==> config.mk <==
export PLATFORM = sky130hd
export DESIGN_NAME = scfc_chopper
export DESIGN_NICKNAME = d
export VERILOG_FILES = /design/src/scfc_pkg.sv /design/src/scfc_chopper.sv
export SDC_FILE = /design/constraint.sdc
export NUM_CORES = 1
export LEC_CHECK = 0
export BUFFER_PORTS_ARGS = -buffer_cell sky130_fd_sc_hd__buf_4
export CAP_MARGIN = 15
export CORE_MARGIN = 2
export CORE_UTILIZATION = 30
export CTS_CLUSTER_SIZE = 25
export DETAILED_ROUTE_END_ITERATION = 6
export GPL_TIMING_DRIVEN = 1
export SYNTH_ARGS = -nofsm -noshare
export SYNTH_HDL_FRONTEND = slang
export SYNTH_SLANG_ARGS = --single-unit
==> constraint.sdc <==
create_clock -name core_clk -period 4.7 [get_ports core_clk]
set_input_delay 0.94 -clock core_clk [delete_from_list [all_inputs] [get_ports core_clk]]
set_output_delay 0.94 -clock core_clk [all_outputs]
set_load 0.01 [all_outputs]
==> src/scfc_pkg.sv <==
// Package: constants and carrier types for the stepper chopper and fault control block
package scfc_pkg;
   // ----------------------------------------
   // Clock and timing
   // ----------------------------------------
   localparam int unsigned CLK_HZ         = 25000000;
   localparam int unsigned DEAD_NS        = 500;
   localparam int unsigned BLANK_SHORT_NS = 1700;
   localparam int unsigned BLANK_LONG_NS  = 3200;
   localparam int unsigned OFF_LOW_NS     = 7000;
   localparam int unsigned OFF_MID_NS     = 9500;
   localparam int unsigned OFF_HIGH_NS    = 12000;
   localparam int unsigned CLK_NS         = 1000000000 / CLK_HZ;
   // Least times round up, longest times round down
   localparam int unsigned DEAD_CYC        = (DEAD_NS + CLK_NS - 1) / CLK_NS;
   localparam int unsigned BLANK_SHORT_CYC = (BLANK_SHORT_NS + CLK_NS - 1) / CLK_NS;
   localparam int unsigned BLANK_LONG_CYC  = (BLANK_LONG_NS + CLK_NS - 1) / CLK_NS;
   localparam int unsigned OFF_LOW_CYC     = (OFF_LOW_NS + CLK_NS - 1) / CLK_NS;
   localparam int unsigned OFF_MID_CYC     = (OFF_MID_NS + CLK_NS - 1) / CLK_NS;
   localparam int unsigned OFF_HIGH_CYC    = OFF_HIGH_NS / CLK_NS;
   localparam int unsigned OPEN_HITS       = 3;
   // ----------------------------------------
   // Widths and proportion thresholds
   // ----------------------------------------
   localparam int unsigned CNT_W   = 9;
   localparam int unsigned PROP_W  = 8;
   localparam int unsigned DAC_W   = 16;
   localparam logic [7:0]  PROP_HI = 8'hAA;
   localparam logic [7:0]  PROP_LO = 8'h55;
   // ----------------------------------------
   // Types
   // ----------------------------------------
   // One bit changes per step around the chopping loop, including the wrap from off back to dead
   typedef enum logic [2:0] {
      SCFC_IDLE    = 3'b100,
      SCFC_DEAD_ON = 3'b000,
      SCFC_ON      = 3'b001,
      SCFC_DEAD_OF = 3'b011,
      SCFC_OFF     = 3'b010,
      SCFC_FAULT   = 3'b110
   } scfc_state_e;

   typedef struct packed {
      logic trip;      // Sense voltage at or above trip reference
      logic short_hit; // Sense voltage above short_trip_threshold
      logic positive;  // Sense voltage above zero
   } scfc_sense_s;

   typedef struct packed {
      logic on_sw;     // Switch on the energised side
      logic rect_sw;   // Opposite switch used for recirculation
   } scfc_gate_s;

   typedef struct packed {
      logic short_f;
      logic open_f;
      logic therm_f;
   } scfc_fault_s;
endpackage

==> src/scfc_chopper.sv <==
// Top module: fixed off-time chopper with dead time, blanking and latched protection
`timescale 1ns/100ps
module scfc_chopper
   import scfc_pkg::*;
#(
   parameter bit BLANK_LONG = 1'b1
)(
   input  wire logic              core_clk,
   input  wire logic              rst,
   input  wire logic              enable,
   input  wire logic [PROP_W-1:0] step_proportion,
   input  wire logic [PROP_W-1:0] ext_reference,
   input  wire scfc_sense_s       sense_pins,
   input  wire logic              over_temp,
   output logic [DAC_W-1:0]       trip_reference,
   output scfc_gate_s             gates,
   output scfc_fault_s            fault_latches,
   output logic                   fault
);
   // ----------------------------------------
   // Input synchronisers
   // ----------------------------------------
   // Comparator outputs are asynchronous; three stages, change counts when 2nd and 3rd agree
   logic [3:0] sy1_r, sy2_r, sy3_r, in_r;
   logic [3:0] raw;
   assign raw = {over_temp, sense_pins.trip, sense_pins.short_hit, sense_pins.positive};

   always_ff @(posedge core_clk) begin
      if (rst) begin
         sy1_r <= 4'h0;
         sy2_r <= 4'h0;
         sy3_r <= 4'h0;
      end else begin
         sy1_r <= raw;
         sy2_r <= sy1_r;
         sy3_r <= sy2_r;
      end
   end

   generate
      for (genvar i = 0; i < 4; i++) begin : g_agree
         always_ff @(posedge core_clk) begin
            if (rst) begin
               in_r[i] <= 1'b0;
            end else if (sy2_r[i] == sy3_r[i]) begin
               in_r[i] <= sy3_r[i];
            end
         end
      end
   endgenerate

   logic s_pos, s_short, s_trip, s_hot;
   assign s_pos   = in_r[0];
   assign s_short = in_r[1];
   assign s_trip  = in_r[2];
   assign s_hot   = in_r[3];

   // ----------------------------------------
   // Trip reference
   // ----------------------------------------
   always_ff @(posedge core_clk) begin
      if (rst) begin
         trip_reference <= 16'h0000;
      end else begin
         trip_reference <= ext_reference * step_proportion;
      end
   end

   // ----------------------------------------
   // Off interval selection
   // ----------------------------------------
   // Lower proportion means a longer off interval to let small currents decay
   logic [CNT_W-1:0] off_len;
   always_comb begin
      if (step_proportion >= PROP_HI) begin
         off_len = CNT_W'(OFF_LOW_CYC);
      end else if (step_proportion >= PROP_LO) begin
         off_len = CNT_W'(OFF_MID_CYC);
      end else begin
         off_len = CNT_W'(OFF_HIGH_CYC);
      end
   end

   logic [CNT_W-1:0] blank_len;
   assign blank_len = BLANK_LONG ? CNT_W'(BLANK_LONG_CYC) : CNT_W'(BLANK_SHORT_CYC);

   // ----------------------------------------
   // Protection latches
   // ----------------------------------------
   scfc_state_e      state_r;
   logic [CNT_W-1:0] cnt_r;
   logic [1:0]       open_cnt_r;
   logic             open_seen_r;
   logic             short_r;
   logic             open_r;
   logic             therm_r;
   logic             any_fault;
   logic             open_trip;
   logic             stop_now;
   assign any_fault     = short_r | open_r | therm_r;
   assign fault_latches = '{short_f: short_r, open_f: open_r, therm_f: therm_r};

   always_ff @(posedge core_clk) begin
      if (rst) begin
         short_r <= 1'b0;
         therm_r <= 1'b0;
      end else begin
         if (s_short) begin
            short_r <= 1'b1;
         end
         if (s_hot) begin
            therm_r <= 1'b1;
         end
      end
   end

   // Open-coil hit is remembered per off interval, judged when the interval ends
   logic off_end;
   assign off_end   = (state_r == SCFC_OFF) && (cnt_r == '0);
   assign open_trip = off_end && (open_seen_r || s_pos) && (open_cnt_r == 2'(OPEN_HITS - 1));
   // Outputs drop on the very edge that latches, so no switch conducts while the fault shows
   assign stop_now  = any_fault | s_short | s_hot | open_trip;

   always_ff @(posedge core_clk) begin
      if (rst) begin
         open_seen_r <= 1'b0;
      end else if (off_end) begin
         open_seen_r <= 1'b0;
      end else if (state_r == SCFC_OFF && s_pos) begin
         open_seen_r <= 1'b1;
      end
   end

   always_ff @(posedge core_clk) begin
      if (rst) begin
         open_cnt_r <= 2'h0;
         open_r     <= 1'b0;
      end else if (open_trip) begin
         open_r <= 1'b1;
      end else if (off_end) begin
         if (open_seen_r || s_pos) begin
            open_cnt_r <= open_cnt_r + 2'h1;
         end else begin
            open_cnt_r <= 2'h0;
         end
      end
   end

   assign fault = any_fault;

   // ----------------------------------------
   // Chopper state machine
   // ----------------------------------------
   always_ff @(posedge core_clk) begin
      if (rst) begin
         state_r <= SCFC_IDLE;
         cnt_r   <= '0;
      end else if (stop_now) begin
         state_r <= SCFC_FAULT;
         cnt_r   <= '0;
      end else begin
         case (state_r)
            SCFC_IDLE: begin
               if (enable) begin
                  state_r <= SCFC_DEAD_ON;
                  cnt_r   <= CNT_W'(DEAD_CYC - 1);
               end
            end
            SCFC_DEAD_ON: begin
               if (cnt_r == '0) begin
                  state_r <= SCFC_ON;
                  cnt_r   <= blank_len - CNT_W'(1);
               end else begin
                  cnt_r <= cnt_r - CNT_W'(1);
               end
            end
            SCFC_ON: begin
               if (cnt_r != '0) begin
                  cnt_r <= cnt_r - CNT_W'(1);
               end else if (s_trip || !enable) begin
                  state_r <= SCFC_DEAD_OF;
                  cnt_r   <= CNT_W'(DEAD_CYC - 1);
               end
            end
            SCFC_DEAD_OF: begin
               if (cnt_r == '0) begin
                  state_r <= SCFC_OFF;
                  cnt_r   <= off_len - CNT_W'(1);
               end else begin
                  cnt_r <= cnt_r - CNT_W'(1);
               end
            end
            SCFC_OFF: begin
               if (cnt_r == '0) begin
                  state_r <= enable ? SCFC_DEAD_ON : SCFC_IDLE;
                  cnt_r   <= CNT_W'(DEAD_CYC - 1);
               end else begin
                  cnt_r <= cnt_r - CNT_W'(1);
               end
            end
            SCFC_FAULT: begin
               state_r <= SCFC_FAULT;
            end
            default: begin
               state_r <= SCFC_FAULT;
            end
         endcase
      end
   end

   // ----------------------------------------
   // Gate drive
   // ----------------------------------------
   // Gates come from flops one cycle behind state_r; both are low from the second cycle of a dead state and in fault
   always_ff @(posedge core_clk) begin
      if (rst) begin
         gates <= '0;
      end else if (stop_now) begin
         gates <= '0;
      end else begin
         gates.on_sw   <= (state_r == SCFC_ON);
         gates.rect_sw <= (state_r == SCFC_OFF);
      end
   end
endmodule

# Yosys cells after proc, flatten, opt, wreduce, memory -nomap -nowiden
# Cells that the tools add are included.
# op_classes
n_eq_ne	22
magnitude_cmp	2
mul	1
addsub	3
reduce_logical	17
bitwise	6
mux	19
# op_table
operator	n
$mux W9	8
$pmux W9 S5	1
$mux W3	7
$ne A3 B3 Y1 const B	6
$sub A9 B1 Y9 const B	2
$mul A8 B8 Y16	1
$pmux W3 S5	1
$reduce_and A6 Y1	2
$ne A2 B2 Y1 const B	5
$logic_not A9 Y1	1
$reduce_bool A9 Y1	1
$ge A8 B7 Y1 const B	1
$ge A8 B8 Y1 const B	1
$eq A3 B2 Y1 const B	2
$or A1 B1 Y1	5
$reduce_bool A5 Y1	1
$eq A1 B1 Y1	4
$logic_and A1 B1 Y1	4
$mux W2	2
$reduce_or A2 Y1	2
$eq A3 B1 Y1 const B	1
$eq A3 B3 Y1 const B	1
$logic_not A3 Y1	1
$ne A3 B2 Y1 const B	1
8 further kinds	9
# totals
in_bits	23
regBits	52
elab_cells	88
out_inout_bits	22

# Longest topological paths before layout
# Gate-level depths: netlist (run 1).
# depth
word_depth	7
depth_mapped	16
mapped_depth_nobuf	15

# Worst setup path after synthesis (run 1)
# Ideal clock, no wire load.
# synth_timing
kind	input-to-reg
from	input step_proportion[7]
to	register trip_reference[12]
setup_ps	121
required_time_ps	4579
stages	13
path_buffers	1
t_arrival_ps	4687
setup_slack_ps	-107
cell_sequence	clkbuf_1 and2_1 fa_1 fa_1 fa_1 inv_1 fa_1 inv_1 ha_1 and4_1 a21o_1 a31oi_1 mux2_2
# synth_via
elab_chain_cells	1
# synth_rtl
item	line_no	rtl
from (decl)	scfc_chopper.sv:11	input wire logic [PROP_W-1:0] step_proportion,
$mul A8 B8 Y16	scfc_chopper.sv:65	trip_reference <= ext_reference * step_proportion;
to (signal assigned)	scfc_chopper.sv:65	
to (decl)	scfc_chopper.sv:15	output logic [DAC_W-1:0] trip_reference,
# No other way between the ends.
# A chain may end at the register's enable or synchronous reset.

# Final worst setup path (run 1)
# Ends and elaborated chain as after synthesis.

==> results.md, run 1 <==
* Cells on worst reg2reg path at 7
* Worst r2r src: cnt_r[0]
* Ports at 45
* First-pass GRT wire length at 15,900 um
* Clk slew on worst S/H paths at 70 ps
* # diodes at 0
* Clock root cell: clkbuf_16
* CTS Hold Bufs at 0
* Post_cts resized at 0
* Post-synthesis cell count at 471
* # fillers at 1,398
* Hold Path End: sy2_r[3]
* Die H at 121 um
* Vias per inst at 4.77
* Count leader, synth: inv_1
* Mapped Area at 0.00414 mm^2
* Max-slew violations at 0
* Clock Sinks at 52
* Commonest cells in the netlist: inv_1 (57), dfxtp_1 (52), and2_1 (46)
* Seq cells post-synth at 52
* RSZ-0062 raised after global routing: no
* Placed cell count at 706
* Total CTS buffers at 5
* CP bufs+invs at 3
* GP Congestion at 0.860
* Worst hold path type: reg -> reg
* Initial antenna violation count at 0
* Setup bufs post-CTS at 0
* Crit Reg-Reg Endpoint: cnt_r[1]
* Post-DRT Antenna Nets at 0
* Wire length per cell at 12.4 um
* Period utilization at 0.953
* All-Layer GR Usage at 0.130
* H-tree levels at 2
* CTS tree: yes
* Synth warn at 0
* CP Data Arrival Time at 4670 ps
* CP startpoint kind: input port
* Syn avg cell area at 8.78 um^2
* Synth top area share at 0.252
* Gr ovfl total at 0
* Row cnt at 42
* Post-Syn Nets at 568
* Top_reg_cell synth: dfxtp_1
* 1st-iter DRT viols at 94
* Detailed placer's ending HPWL at 7080 um
* Ys async rst share at 0
* CP Max Fanout at 6
* Layout cells sized above 1 at 0.195
* CP Cell Sequence: buf_4 -> and2_1 -> fa_1 -> fa_1 -> fa_1 -> inv_1 -> fa_1 -> inv_1 -> ha_4 -> a21oi_1 -> nand3_1 -> a21o_1 -> a31oi_1 -> mux2_2
* Die X at 121 um
* Final cell count without fillers at 714
* Vias in the first global route at 3,482
* Tmin final at 4480 ps
* Cell mode on critical path: fa_1
* Post-Route WL at 8830 um
* CP Class: in -> reg
* Setup WS pre-CTS at -115 ps
* # setup viols final at 0
* Starting Density at 0.310
* Setup slack after layout at 219 ps
* Reg2Reg Setup Slack at 2530 ps
* Total power at 2.03 mW
* Area contributors post-synth: dfxtp_1 (25%), fa_1 (17%), ha_1 (11%), and2_1 (7.0%), inv_1 (5.2%)
* CP top delay family: adder cells
* Slowest-stage cell, CP: fa_1
* Status: complete, no violations
* Drt first pass iters at 4
* Die area at 0.0147 mm^2
* Post-synth EDFFs at 0
* WHS at 439 ps
* Core box area at 0.0133 mm^2
* Hold Startpoint: sy1_r[3]
* Sequential fraction of the synthesis area at 0.252
* Post-synth cell types at 57
* Worst EP required at 4880 ps
* Largest net degree at the start of global routing at 47
* Via count at 3,406
* Slew HR at 0.617
* Top cell type by total area after synthesis: dfxtp_1
* Clk_skew at 5.29 ps
* IO Port Bufs at 44
* Clk_lat worst skew at 290 ps
* VDD IR-drop max at 150 uV
* Final Hold Fails at 0
* Total Nets Final at 634
* Hold Path Depth at 1
* Lkg Pwr at 2.32 nW
* Nature of the critical path endpoint: register
* Worst Tran Pin Value at 572 ps
* Clock buffer depth at 2
* Worst stage delay on the critical path at 550 ps
* Max Freq at 0.223 GHz
* Pwr Density at 402 mW/mm^2
* Max-capacitance violation count at 0
* # DRC at 0
* P&R area growth vs syn at 22.2%
[metal layers]
| metal | vias up | track usage | share of wire |
|---|---|---|---|
| met5 | - | 0 | 0 |
| met4 | 0 | 0.0194 | 0.0067 |
| met3 | 9 | 0.0207 | 0.031 |
| met2 | 52 | 0.224 | 0.48 |
| met1 | 1660 | 0.176 | 0.49 |
| li1 | 1685 | - | - |
[cells in the final DEF, fill, tap and decap left out, drive strengths merged, types with 3 or more instances in the layout]
master / Yosys / final
nor2b: 21 / 21
o21ai: 23 / 23
nor2: 33 / 33
mux2: 4 / 4
inv: 57 / 58
buf: 8 / 78
fa: 36 / 36
nor3b: 3 / 3
o21bai: 3 / 3
nand2b: 3 / 3
and2: 46 / 46
o21a: 6 / 6
nor4: 4 / 4
a31oi: 4 / 4
a21o: 5 / 5
nand4: 3 / 3
and3: 3 / 3
nand2: 32 / 32
a211oi: 4 / 4
clkbuf: 11 / 5
or3: 3 / 3
a21oi: 28 / 28
ha: 38 / 38
nand3: 6 / 6
nor3: 14 / 14
dfxtp: 52 / 52
[layout make-up]
cell class                      count  area (um^2)  share of cell area
Timing Repair Buffer               78          586               0.116
Clock buffer                        5          125              0.0247
Tap cell                          176          220              0.0436
Multi-Input combinational cell    343         2820               0.559
Inverter                           57          214              0.0423
Sequential cell                    52         1040               0.206
Clock inverter                      3         46.3             0.00916
[worst max path at each step]
stage | cells past startpoint | startpoint | endpoint | slack, ps
floorplan | 13 | step_proportion[7] | trip_reference[12] | 10
global placement | 13 | step_proportion[7] | trip_reference[14] | -80
detailed placement | 14 | step_proportion[7] | trip_reference[14] | -120
CTS | 14 | step_proportion[7] | trip_reference[14] | 200
global route | 14 | step_proportion[7] | trip_reference[14] | 60
finish | 14 | step_proportion[7] | trip_reference[12] | 220
[metrics by stage]
stage                     area (um^2)  TNS [ps]  utilization
final                            5060         0        0.379
after global routing             5060         0        0.379
after CTS                        5060         0        0.379
after detailed placement         4880      -289        0.366
after global placement           4880      -179        0.366
after floorplan                  4180         0            -
[power by group]
group	switching (mW)	internal [mW]	total (mW)
clock network	0.166	0.254	0.420
registers	0.0359	0.500	0.535
logic	0.529	0.547	1.08
[flip-flops by register name, indices dropped and copies added, names as in the netlist, 2 cells and up]
name	count
sy3_r	4
cnt_r	9
open_cnt_r	2
gates	2
sy2_r	4
sy1_r	4
trip_reference	16
state_r	3
[cell families (layout without fill, tap and decap cells)]
kind of cell / Yosys count / in the layout / share of synthesized area
compound gates: 87 / 87 / 0.135
xor+xnor: 3 / 3 / 0.00635
fa+ha+maj: 74 / 74 / 0.289
buf+inv: 76 / 143 / 0.0750
flops: 52 / 52 / 0.252
mux: 4 / 4 / 0.0109
simple gates: 175 / 175 / 0.232
Note: power is estimated with default switching activity, not from simulation.
==> run 2: changes to the inputs <==
==> constraint.sdc (replaced) <==
create_clock -name core_clk -period 4.7 [get_ports core_clk]
set_input_delay 0 -clock core_clk [delete_from_list [all_inputs] [get_ports core_clk]]
set_output_delay 0 -clock core_clk [all_outputs]
set_load 0.01 [all_outputs]
==> run 2 against run 1 <==
Combinational power decreased by 17%. First-iteration DRC count increased by 29%. Largest cell class unchanged. Fmax increased by 19%. Die area unchanged. Non-clock buffer count decreased by 30. Largest power group unchanged. Power decreased by 7.0%. Clock power increased by 8.8%. Global-route usage decreased by 0.16 points. Sequential share of layout area increased by 1.0 points. Flip-flop and latch count unchanged. Highest routed layer unchanged.
==> results.md, run 2 (synthesis results as in run 1) <==
* CP Class: in -> reg (unchanged)
* Max-capacitance violation count at 0 (unchanged)
* Core box area at 0.0133 mm^2 (unchanged)
* Final Hold Fails at 0 (unchanged)
* Clock root cell: clkbuf_16 (unchanged)
* Clk_skew at 5.17 ps (was 5.29 ps)
* All-Layer GR Usage at 0.129 (was 0.130)
* Die area at 0.0147 mm^2 (unchanged)
* Top sig layer: met4 (unchanged)
* Max-slew violations at 0 (unchanged)
* Row cnt at 42 (unchanged)
* CP startpoint kind: input port (unchanged)
* Clk_lat worst skew at 290 ps (about the same)
* Met3 wire len at 321 um (was 273 um)
* Die X at 121 um (unchanged)
* Worst hold path type: in -> reg (was reg -> reg)
* Via count at 3,290 (was 3,406)
* # DRC at 0 (unchanged)
* Nature of the critical path endpoint: register (unchanged)
* # diodes at 0 (unchanged)
* Crit Reg-Reg Endpoint: cnt_r[1] (unchanged)
* CP Data Arrival Time at 3950 ps (was 4670 ps)
* Worst EP required at 4880 ps (about the same)
* Clock buffer depth at 2 (unchanged)
* 1st-iter DRT viols at 121 (was 94)
* Metal-1 WL at 4120 um (was 4290 um)
* Vias per inst at 4.82 (was 4.77)
* Starting Density at 0.310 (unchanged)
* Clk slew on worst S/H paths at 60 ps (was 70 ps)
* First-pass GRT wire length at 15,500 um (was 15,900 um)
* Hold Path Depth at 3 (was 1)
* Commonest non-fill, non-tap cell in the layout: inv_1 (was buf_4)
* Tmin final at 3770 ps (was 4480 ps)
* RSZ-0062 raised after global routing: no (unchanged)
* WL met2 at 4290 um (was 4210 um)
* Hold Path End: trip_reference[0] (was sy2_r[3])
* Placed cell count at 672 (was 706)
* Layout cells sized above 1 at 0.132 (was 0.195)
* Max FFs per register at 16 (unchanged)
* Lkg Pwr at 2.17 nW (was 2.32 nW)
* Gr ovfl total at 0 (unchanged)
* CTS Hold Bufs at 4 (was 0)
* Detailed placer's ending HPWL at 6930 um (was 7080 um)
* Commonest cells after routing, fill and taps aside: inv_1 (57), dfxtp_1 (52), and2_1 (46) (was buf_4 (78), inv_1 (57), dfxtp_1 (52))
* Total CTS buffers at 5 (unchanged)
* Vias in the first global route at 3,322 (was 3,482)
* Reg2Reg Setup Slack at 2510 ps (was 2530 ps)
* Status: complete, no violations (unchanged)
* Most flops, register: trip_reference (unchanged)
* Total negative slack at 0 ps (unchanged)
* Ports at 45 (unchanged)
* VDD IR-drop max at 174 uV (was 150 uV)
* Post-Route WL at 8860 um (was 8830 um)
* CP Max Fanout at 11 (was 6)
* Largest net degree at the start of global routing at 47 (unchanged)
* Period utilization at 0.803 (was 0.953)
* Top flop regs: trip_reference (16), cnt_r (9) (unchanged)
* # fillers at 1,409 (was 1,398)
* Setup bufs post-CTS at 0 (unchanged)
* Hold Startpoint: ext_reference[0] (was sy1_r[3])
* Total Nets Final at 604 (was 634)
* Die H at 121 um (unchanged)
* GP Congestion at 0.847 (was 0.860)
* Post-DRT Antenna Nets at 0 (unchanged)
* Max Freq at 0.265 GHz (was 0.223 GHz)
* Final cell count without fillers at 683 (was 714)
* Worst Tran Pin Value at 589 ps (was 572 ps)
* Clock Sinks at 52 (unchanged)
* CTS tree: yes (unchanged)
* H-tree levels at 2 (unchanged)
* Wire length per cell at 13.0 um (was 12.4 um)
* Slew HR at 0.606 (was 0.617)
* # setup viols final at 0 (unchanged)
* Worst r2r src: cnt_r[0] (unchanged)
* IO Port Bufs at 44 (unchanged)
* Cells on worst reg2reg path at 7 (unchanged)
* Drt first pass iters at 4 (unchanged)
* P&R area growth vs syn at 16.4% (was 22.2%)
* Post_cts resized at 0 (unchanged)
* Pwr Density at 392 mW/mm^2 (was 402 mW/mm^2)
* Initial antenna violation count at 0 (unchanged)
run 2: final cells by class:
class | instances | area (um^2) | share of cell area
Multi-Input combinational cell | 343 | 2790 | 0.578
Sequential cell | 52 | 1040 | 0.216
Timing Repair Buffer | 48 | 370 | 0.0769
Tap cell | 176 | 220 | 0.0457
Inverter | 57 | 214 | 0.0444
Clock buffer | 5 | 125 | 0.0260
Clock inverter | 2 | 60.1 | 0.0125
run 2: worst max path at each step:
stage / from / to / slack (ps) / depth (start not counted)
finish: step_proportion[7] / trip_reference[12] / 930 / 14
global route: step_proportion[7] / trip_reference[12] / 770 / 14
CTS: step_proportion[7] / trip_reference[14] / 950 / 14
detailed placement: step_proportion[7] / trip_reference[14] / 640 / 14
global placement: step_proportion[7] / trip_reference[14] / 750 / 13
floorplan: step_proportion[7] / trip_reference[12] / 830 / 13
run 2: critical path: stages:
cell     delay, ps
buf_4          150
and2_1         180
fa_1           510
fa_1           520
fa_1           540
inv_1           50
fa_1           520
inv_1           40
ha_1           380
a21oi_1        200
nand3_1        100
a21o_1         210
a31oi_1        190
mux2_2         340
run 2: through the flow:
stage          setup slack, ps  area, um^2  total power [mW]  hold slack, ps  utilization
4_1_cts                    949        4820              1.91            38.6        0.361
3_3_place_gp               745        4590              1.43             212        0.344
3_5_place_dp               642        4590              1.45             218        0.344
6_report                   927        4820              1.89            33.8        0.361
5_1_grt                    775        4820              2.06            43.6        0.361
2_1_floorplan              833        4140              1.21             114            -
run 2: per-layer routing:
metal,up-vias,GRT usage
met1,1596,0.170
li1,1621,-
met4,0,0.0287
met3,13,0.0211
met5,-,0
met2,60,0.222
run 2: where the power goes:
group / internal, mW / leakage [nW] / switching (mW)
combinational: 0.406 / 1.66 / 0.488
clock: 0.302 / 0.0899 / 0.155
sequential: 0.500 / 0.427 / 0.0382
total: 1.21 / 2.17 / 0.681
==> run 3: changes to the inputs <==
--- a/config.mk
+++ b/config.mk
@@ -5,6 +5,7 @@
 export SDC_FILE = /design/constraint.sdc
 export NUM_CORES = 1
 export LEC_CHECK = 0
+export ABC_AREA = 1
 export BUFFER_PORTS_ARGS = -buffer_cell sky130_fd_sc_hd__buf_4
 export CAP_MARGIN = 15
 export CORE_MARGIN = 2
==> constraint.sdc (replaced) <==
create_clock -name core_clk -period 3.5 [get_ports core_clk]
set_input_delay 0 -clock core_clk [delete_from_list [all_inputs] [get_ports core_clk]]
set_output_delay 0 -clock core_clk [all_outputs]
set_load 0.01 [all_outputs]
==> run 3 against run 2 <==
Critical path depth increased by 4. Global-route usage decreased by 0.31 points. Largest power group unchanged. Utilization increased by 1.4 points. Clock-buffer cell count unchanged. Clock skew about the same. Register-to-register slack got worse by 730 ps. Die area increased by 8.7%. Final cell count increased by 30%. First-iteration DRC count increased by 28%.
==> results.md, run 3 <==
* Clk slew on worst S/H paths at 70 ps (was 60 ps)
* Top cell type by total area after synthesis: dfxtp_1 (unchanged)
* Finished layout cell area at 0.00547 mm^2 (was 0.00482 mm^2)
* Syn avg cell area at 7.14 um^2 (was 8.78 um^2)
* Most flops, register: trip_reference (unchanged)
* CP Cell Sequence: buf_4 -> nand2_1 -> fa_1 -> fa_1 -> inv_1 -> fa_1 -> inv_1 -> fa_1 -> inv_1 -> ha_4 -> nand2_1 -> buf_4 -> nor2_1 -> nand3_1 -> nand3_1 -> nand2_1 -> nand2_1 -> nor2_1 (was buf_4 -> and2_1 -> fa_1 -> fa_1 -> fa_1 -> inv_1 -> fa_1 -> inv_1 -> ha_1 -> a21oi_1 -> nand3_1 -> a21o_1 -> a31oi_1 -> mux2_2)
* Count leader, synth: inv_1 (unchanged)
* Nature of the critical path endpoint: register (unchanged)
* VDD IR-drop max at 270 uV (was 174 uV)
* Post-synth cell types at 35 (was 57)
* Compound-cell area share of the yosys netlist at 0.0857 (was 0.135)
* 1st-iter DRT viols at 155 (was 121)
* Cells on worst reg2reg path at 11 (was 7)
* Layout cells sized above 1 at 0.198 (was 0.132)
* Crit path to: trip_reference[14] (was trip_reference[12])
* Core box area at 0.0146 mm^2 (was 0.0133 mm^2)
* Clock Sinks at 52 (unchanged)
* Max-capacitance violation count at 0 (unchanged)
* Max FFs per register at 16 (unchanged)
* Worst stage delay on the critical path at 550 ps (was 540 ps)
* Ys async rst share at 0 (unchanged)
* Initial antenna violation count at 0 (unchanged)
* All-Layer GR Usage at 0.126 (was 0.129)
* Clock buffer depth at 2 (unchanged)
* Worst r2r src: cnt_r[0] (unchanged)
* CP Data Arrival Time at 3490 ps (was 3950 ps)
* Switching Share at 0.415 (was 0.361)
* Worst Tran Pin Value at 452 ps (was 589 ps)
* Worst EP required at 3690 ps (was 4880 ps)
* Main combinational cell family by area after synthesis: adder cells (unchanged)
* Post-synthesis mux area share at 0 (was 0.0109)
* Area contributors post-synth: dfxtp_1 (23%), fa_1 (16%), inv_1 (12%), nand2_1 (11%), ha_1 (11%) (was dfxtp_1 (25%), fa_1 (17%), ha_1 (11%), and2_1 (7.0%), inv_1 (5.2%))
* Vias per inst at 4.33 (was 4.82)
* Vias in the first global route at 3,740 (was 3,322)
* CP startpoint kind: input port (unchanged)
* Post-layout util at 0.375 (was 0.361)
* NetSw at 1.22 mW (was 681 uW)
* # DRC at 0 (unchanged)
* Clock power share at 0.171 (was 0.242)
* CP Max Fanout at 5 (was 11)
* Combinational group share of total power at 0.579 (was 0.473)
* Synth warn at 0 (unchanged)
* Flop pwr share at 0.250 (was 0.285)
* # fillers at 1,518 (was 1,409)
* Power Internal at 1.72 mW (was 1.21 mW)
* Total power at 2.93 mW (was 1.89 mW)
* Crit Reg-Reg Endpoint: cnt_r[5] (was cnt_r[1])
* GP Congestion at 0.880 (was 0.847)
* Clk_lat worst skew at 290 ps (about the same)
* Seq cells post-synth at 52 (unchanged)
* Starting Density at 0.309 (was 0.310)
* Area share of and/or/nand/nor cells after synthesis at 0.249 (was 0.232)
* Ports at 45 (unchanged)
* Total Nets Final at 797 (was 604)
* Worst setup startpoint: step_proportion[7] (unchanged)
* Post-DRT Antenna Nets at 0 (unchanged)
* Slew HR at 0.698 (was 0.606)
* Post-synthesis cell count at 632 (was 471)
* Commonest cells after routing, fill and taps aside: inv_1 (150), nand2_1 (133), buf_4 (80) (was inv_1 (57), dfxtp_1 (52), and2_1 (46))
* Setup slack after layout at 198 ps (was 927 ps)
* Synth Area in XOR/XNOR at 0.00971 (was 0.00635)
* Worst hold path type: in -> reg (unchanged)
* Clock root cell: clkbuf_16 (unchanged)
* RSZ-0062 raised after global routing: yes (was no)
* Wire length per cell at 10.8 um (was 13.0 um)
* Die area at 0.0160 mm^2 (was 0.0147 mm^2)
* Final Hold Fails at 0 (unchanged)
* Gr ovfl total at 0 (unchanged)
* First-pass GRT wire length at 16,900 um (was 15,500 um)
* Clk_skew at 5.53 ps (was 5.17 ps)
* Period utilization at 0.944
* DP Area at 0.00523 mm^2 (was 0.00459 mm^2)
* Die H at 127 um (was 121 um)
* CP Class: in -> reg (unchanged)
* Post-synthesis adder-cell area fraction at 0.265 (was 0.289)
* CTS tree: yes (unchanged)
* P&R area growth vs syn at 21.2% (was 16.4%)
* Top flop regs: trip_reference (16), cnt_r (9) (unchanged)
* Commonest cells in the netlist: inv_1 (150), nand2_1 (133), nor2_1 (59) (was inv_1 (57), dfxtp_1 (52), and2_1 (46))
* IO Port Bufs at 44 (unchanged)
* Detailed placer's ending HPWL at 7880 um (was 6930 um)
* Total CTS buffers at 5 (unchanged)
* Post-Syn Nets at 729 (was 568)
* Sequential fraction of the synthesis area at 0.231 (was 0.252)
* # setup viols final at 0 (unchanged)
* Setup WS pre-CTS at -187 ps (was 642 ps)
* Reg2Reg Setup Slack at 1780 ps (was 2510 ps)
* Max-slew violations at 0 (unchanged)
* Top_reg_cell synth: dfxtp_1 (unchanged)
* Via count at 3,832 (was 3,290)
* Pwr Density at 537 mW/mm^2 (was 392 mW/mm^2)
* Synth top area share at 0.231 (was 0.252)
* H-tree levels at 2 (unchanged)
* Status: complete, no violations (unchanged)
* Slowest-stage cell, CP: fa_1 (unchanged)
* # diodes at 0 (unchanged)
* Post-Route WL at 9530 um (was 8860 um)
* Row cnt at 44 (was 42)
* Commonest non-fill, non-tap cell in the layout: inv_1 (unchanged)
* Drt first pass iters at 4 (unchanged)
* Mapped Area at 0.00451 mm^2 (was 0.00414 mm^2)
* Largest net degree at the start of global routing at 26 (was 47)
* Post-synth EDFFs at 0 (unchanged)
* Tmin final at 3300 ps
* Die X at 127 um (was 121 um)
* WHS at 6.16 ps (was 33.8 ps)
* Max Freq at 0.303 GHz
* Lkg Pwr at 3.05 nW (was 2.17 nW)
[run 3: cell count changes in the layout (fill, tap and decap cells not counted), sizes merged, moves of 4 or more]
cell / previous run / this run
nand2: 32 / 140
inv: 57 / 159
and2: 46 / 0
nor2: 33 / 71
buf: 44 / 80
nand3: 6 / 28
nor2b: 21 / 0
a21oi: 28 / 36
nor3: 14 / 8
o21a: 6 / 0
a31oi: 4 / 0
mux2: 4 / 0
nor4: 4 / 0
[run 3: stage by stage]
stage	std cells	setup TNS, ps
finish	885	0
global route	885	-44.7
CTS	884	0
detailed placement	872	-888
global placement	872	-745
floorplan	632	0
[run 3: area by class of cell]
| class | count | area, um^2 | share of cell area |
|---|---|---|---|
| Clock buffer | 5 | 125 | 0.0229 |
| Tap cell | 184 | 230 | 0.0421 |
| Multi-Input combinational cell | 400 | 2810 | 0.514 |
| Inverter | 157 | 597 | 0.109 |
| Timing Repair Buffer | 84 | 641 | 0.117 |
| Sequential cell | 52 | 1040 | 0.190 |
| Clock inverter | 3 | 25.0 | 0.00458 |
[run 3: kinds of logic after synthesis]
group	Yosys count
and+or+nand+nor	254
adders and majority gates	74
AOI/OAI and AO/OA	67
buffers and inverters	180
xor gates and xnor gates	5
DFF	52
[run 3: worst min-delay path by stage]
stage	start	to	depth (start not counted)	slack [ps]
floorplan	sense_pins[0]	sy1_r[0]	2	110
global placement	sense_pins[0]	sy1_r[0]	3	210
detailed placement	sense_pins[0]	sy1_r[0]	3	210
CTS	step_proportion[0]	trip_reference[0]	3	8
global route	step_proportion[0]	trip_reference[0]	3	10
finish	step_proportion[0]	trip_reference[0]	3	6
[run 3: worst max-delay path: cells and delay by family]
| kind | cells | cell delay [ps] |
|---|---|---|
| adder cells (fa/ha/maj) | 5 | 2410 |
| buffers and inverters | 5 | 440 |
| AND/OR/NAND/NOR | 8 | 640 |
[run 3: power groups by stage]
| stage | combinational [mW] | clock, mW | sequential, mW |
|---|---|---|---|
| after detailed placement | 1.64 | 0 | 0.746 |
| after floorplan | 1.04 | 0 | 0.759 |
| after global placement | 1.64 | 0 | 0.752 |
| final | 1.70 | 0.502 | 0.734 |
| after global routing | 1.96 | 0.548 | 0.745 |
| after CTS | 1.65 | 0.517 | 0.736 |
[run 3: what timing repair did]
action                                  in CTS  in global routing
resized for setup                            0                  8
endpoints found under the setup margin       0                  5
hold buffers                                 4                  0
buffers inserted                             0                  1
hold endpoints to repair                     4                  0
[run 3: per-layer routing]
metal | GRT usage | part of all wire | vias up
li1 | - | - | 2028
met1 | 0.165 | 0.48 | 1762
met5 | 0 | 0 | -
met2 | 0.218 | 0.48 | 36
met4 | 0.0213 | 0.0065 | 0
met3 | 0.0236 | 0.032 | 6
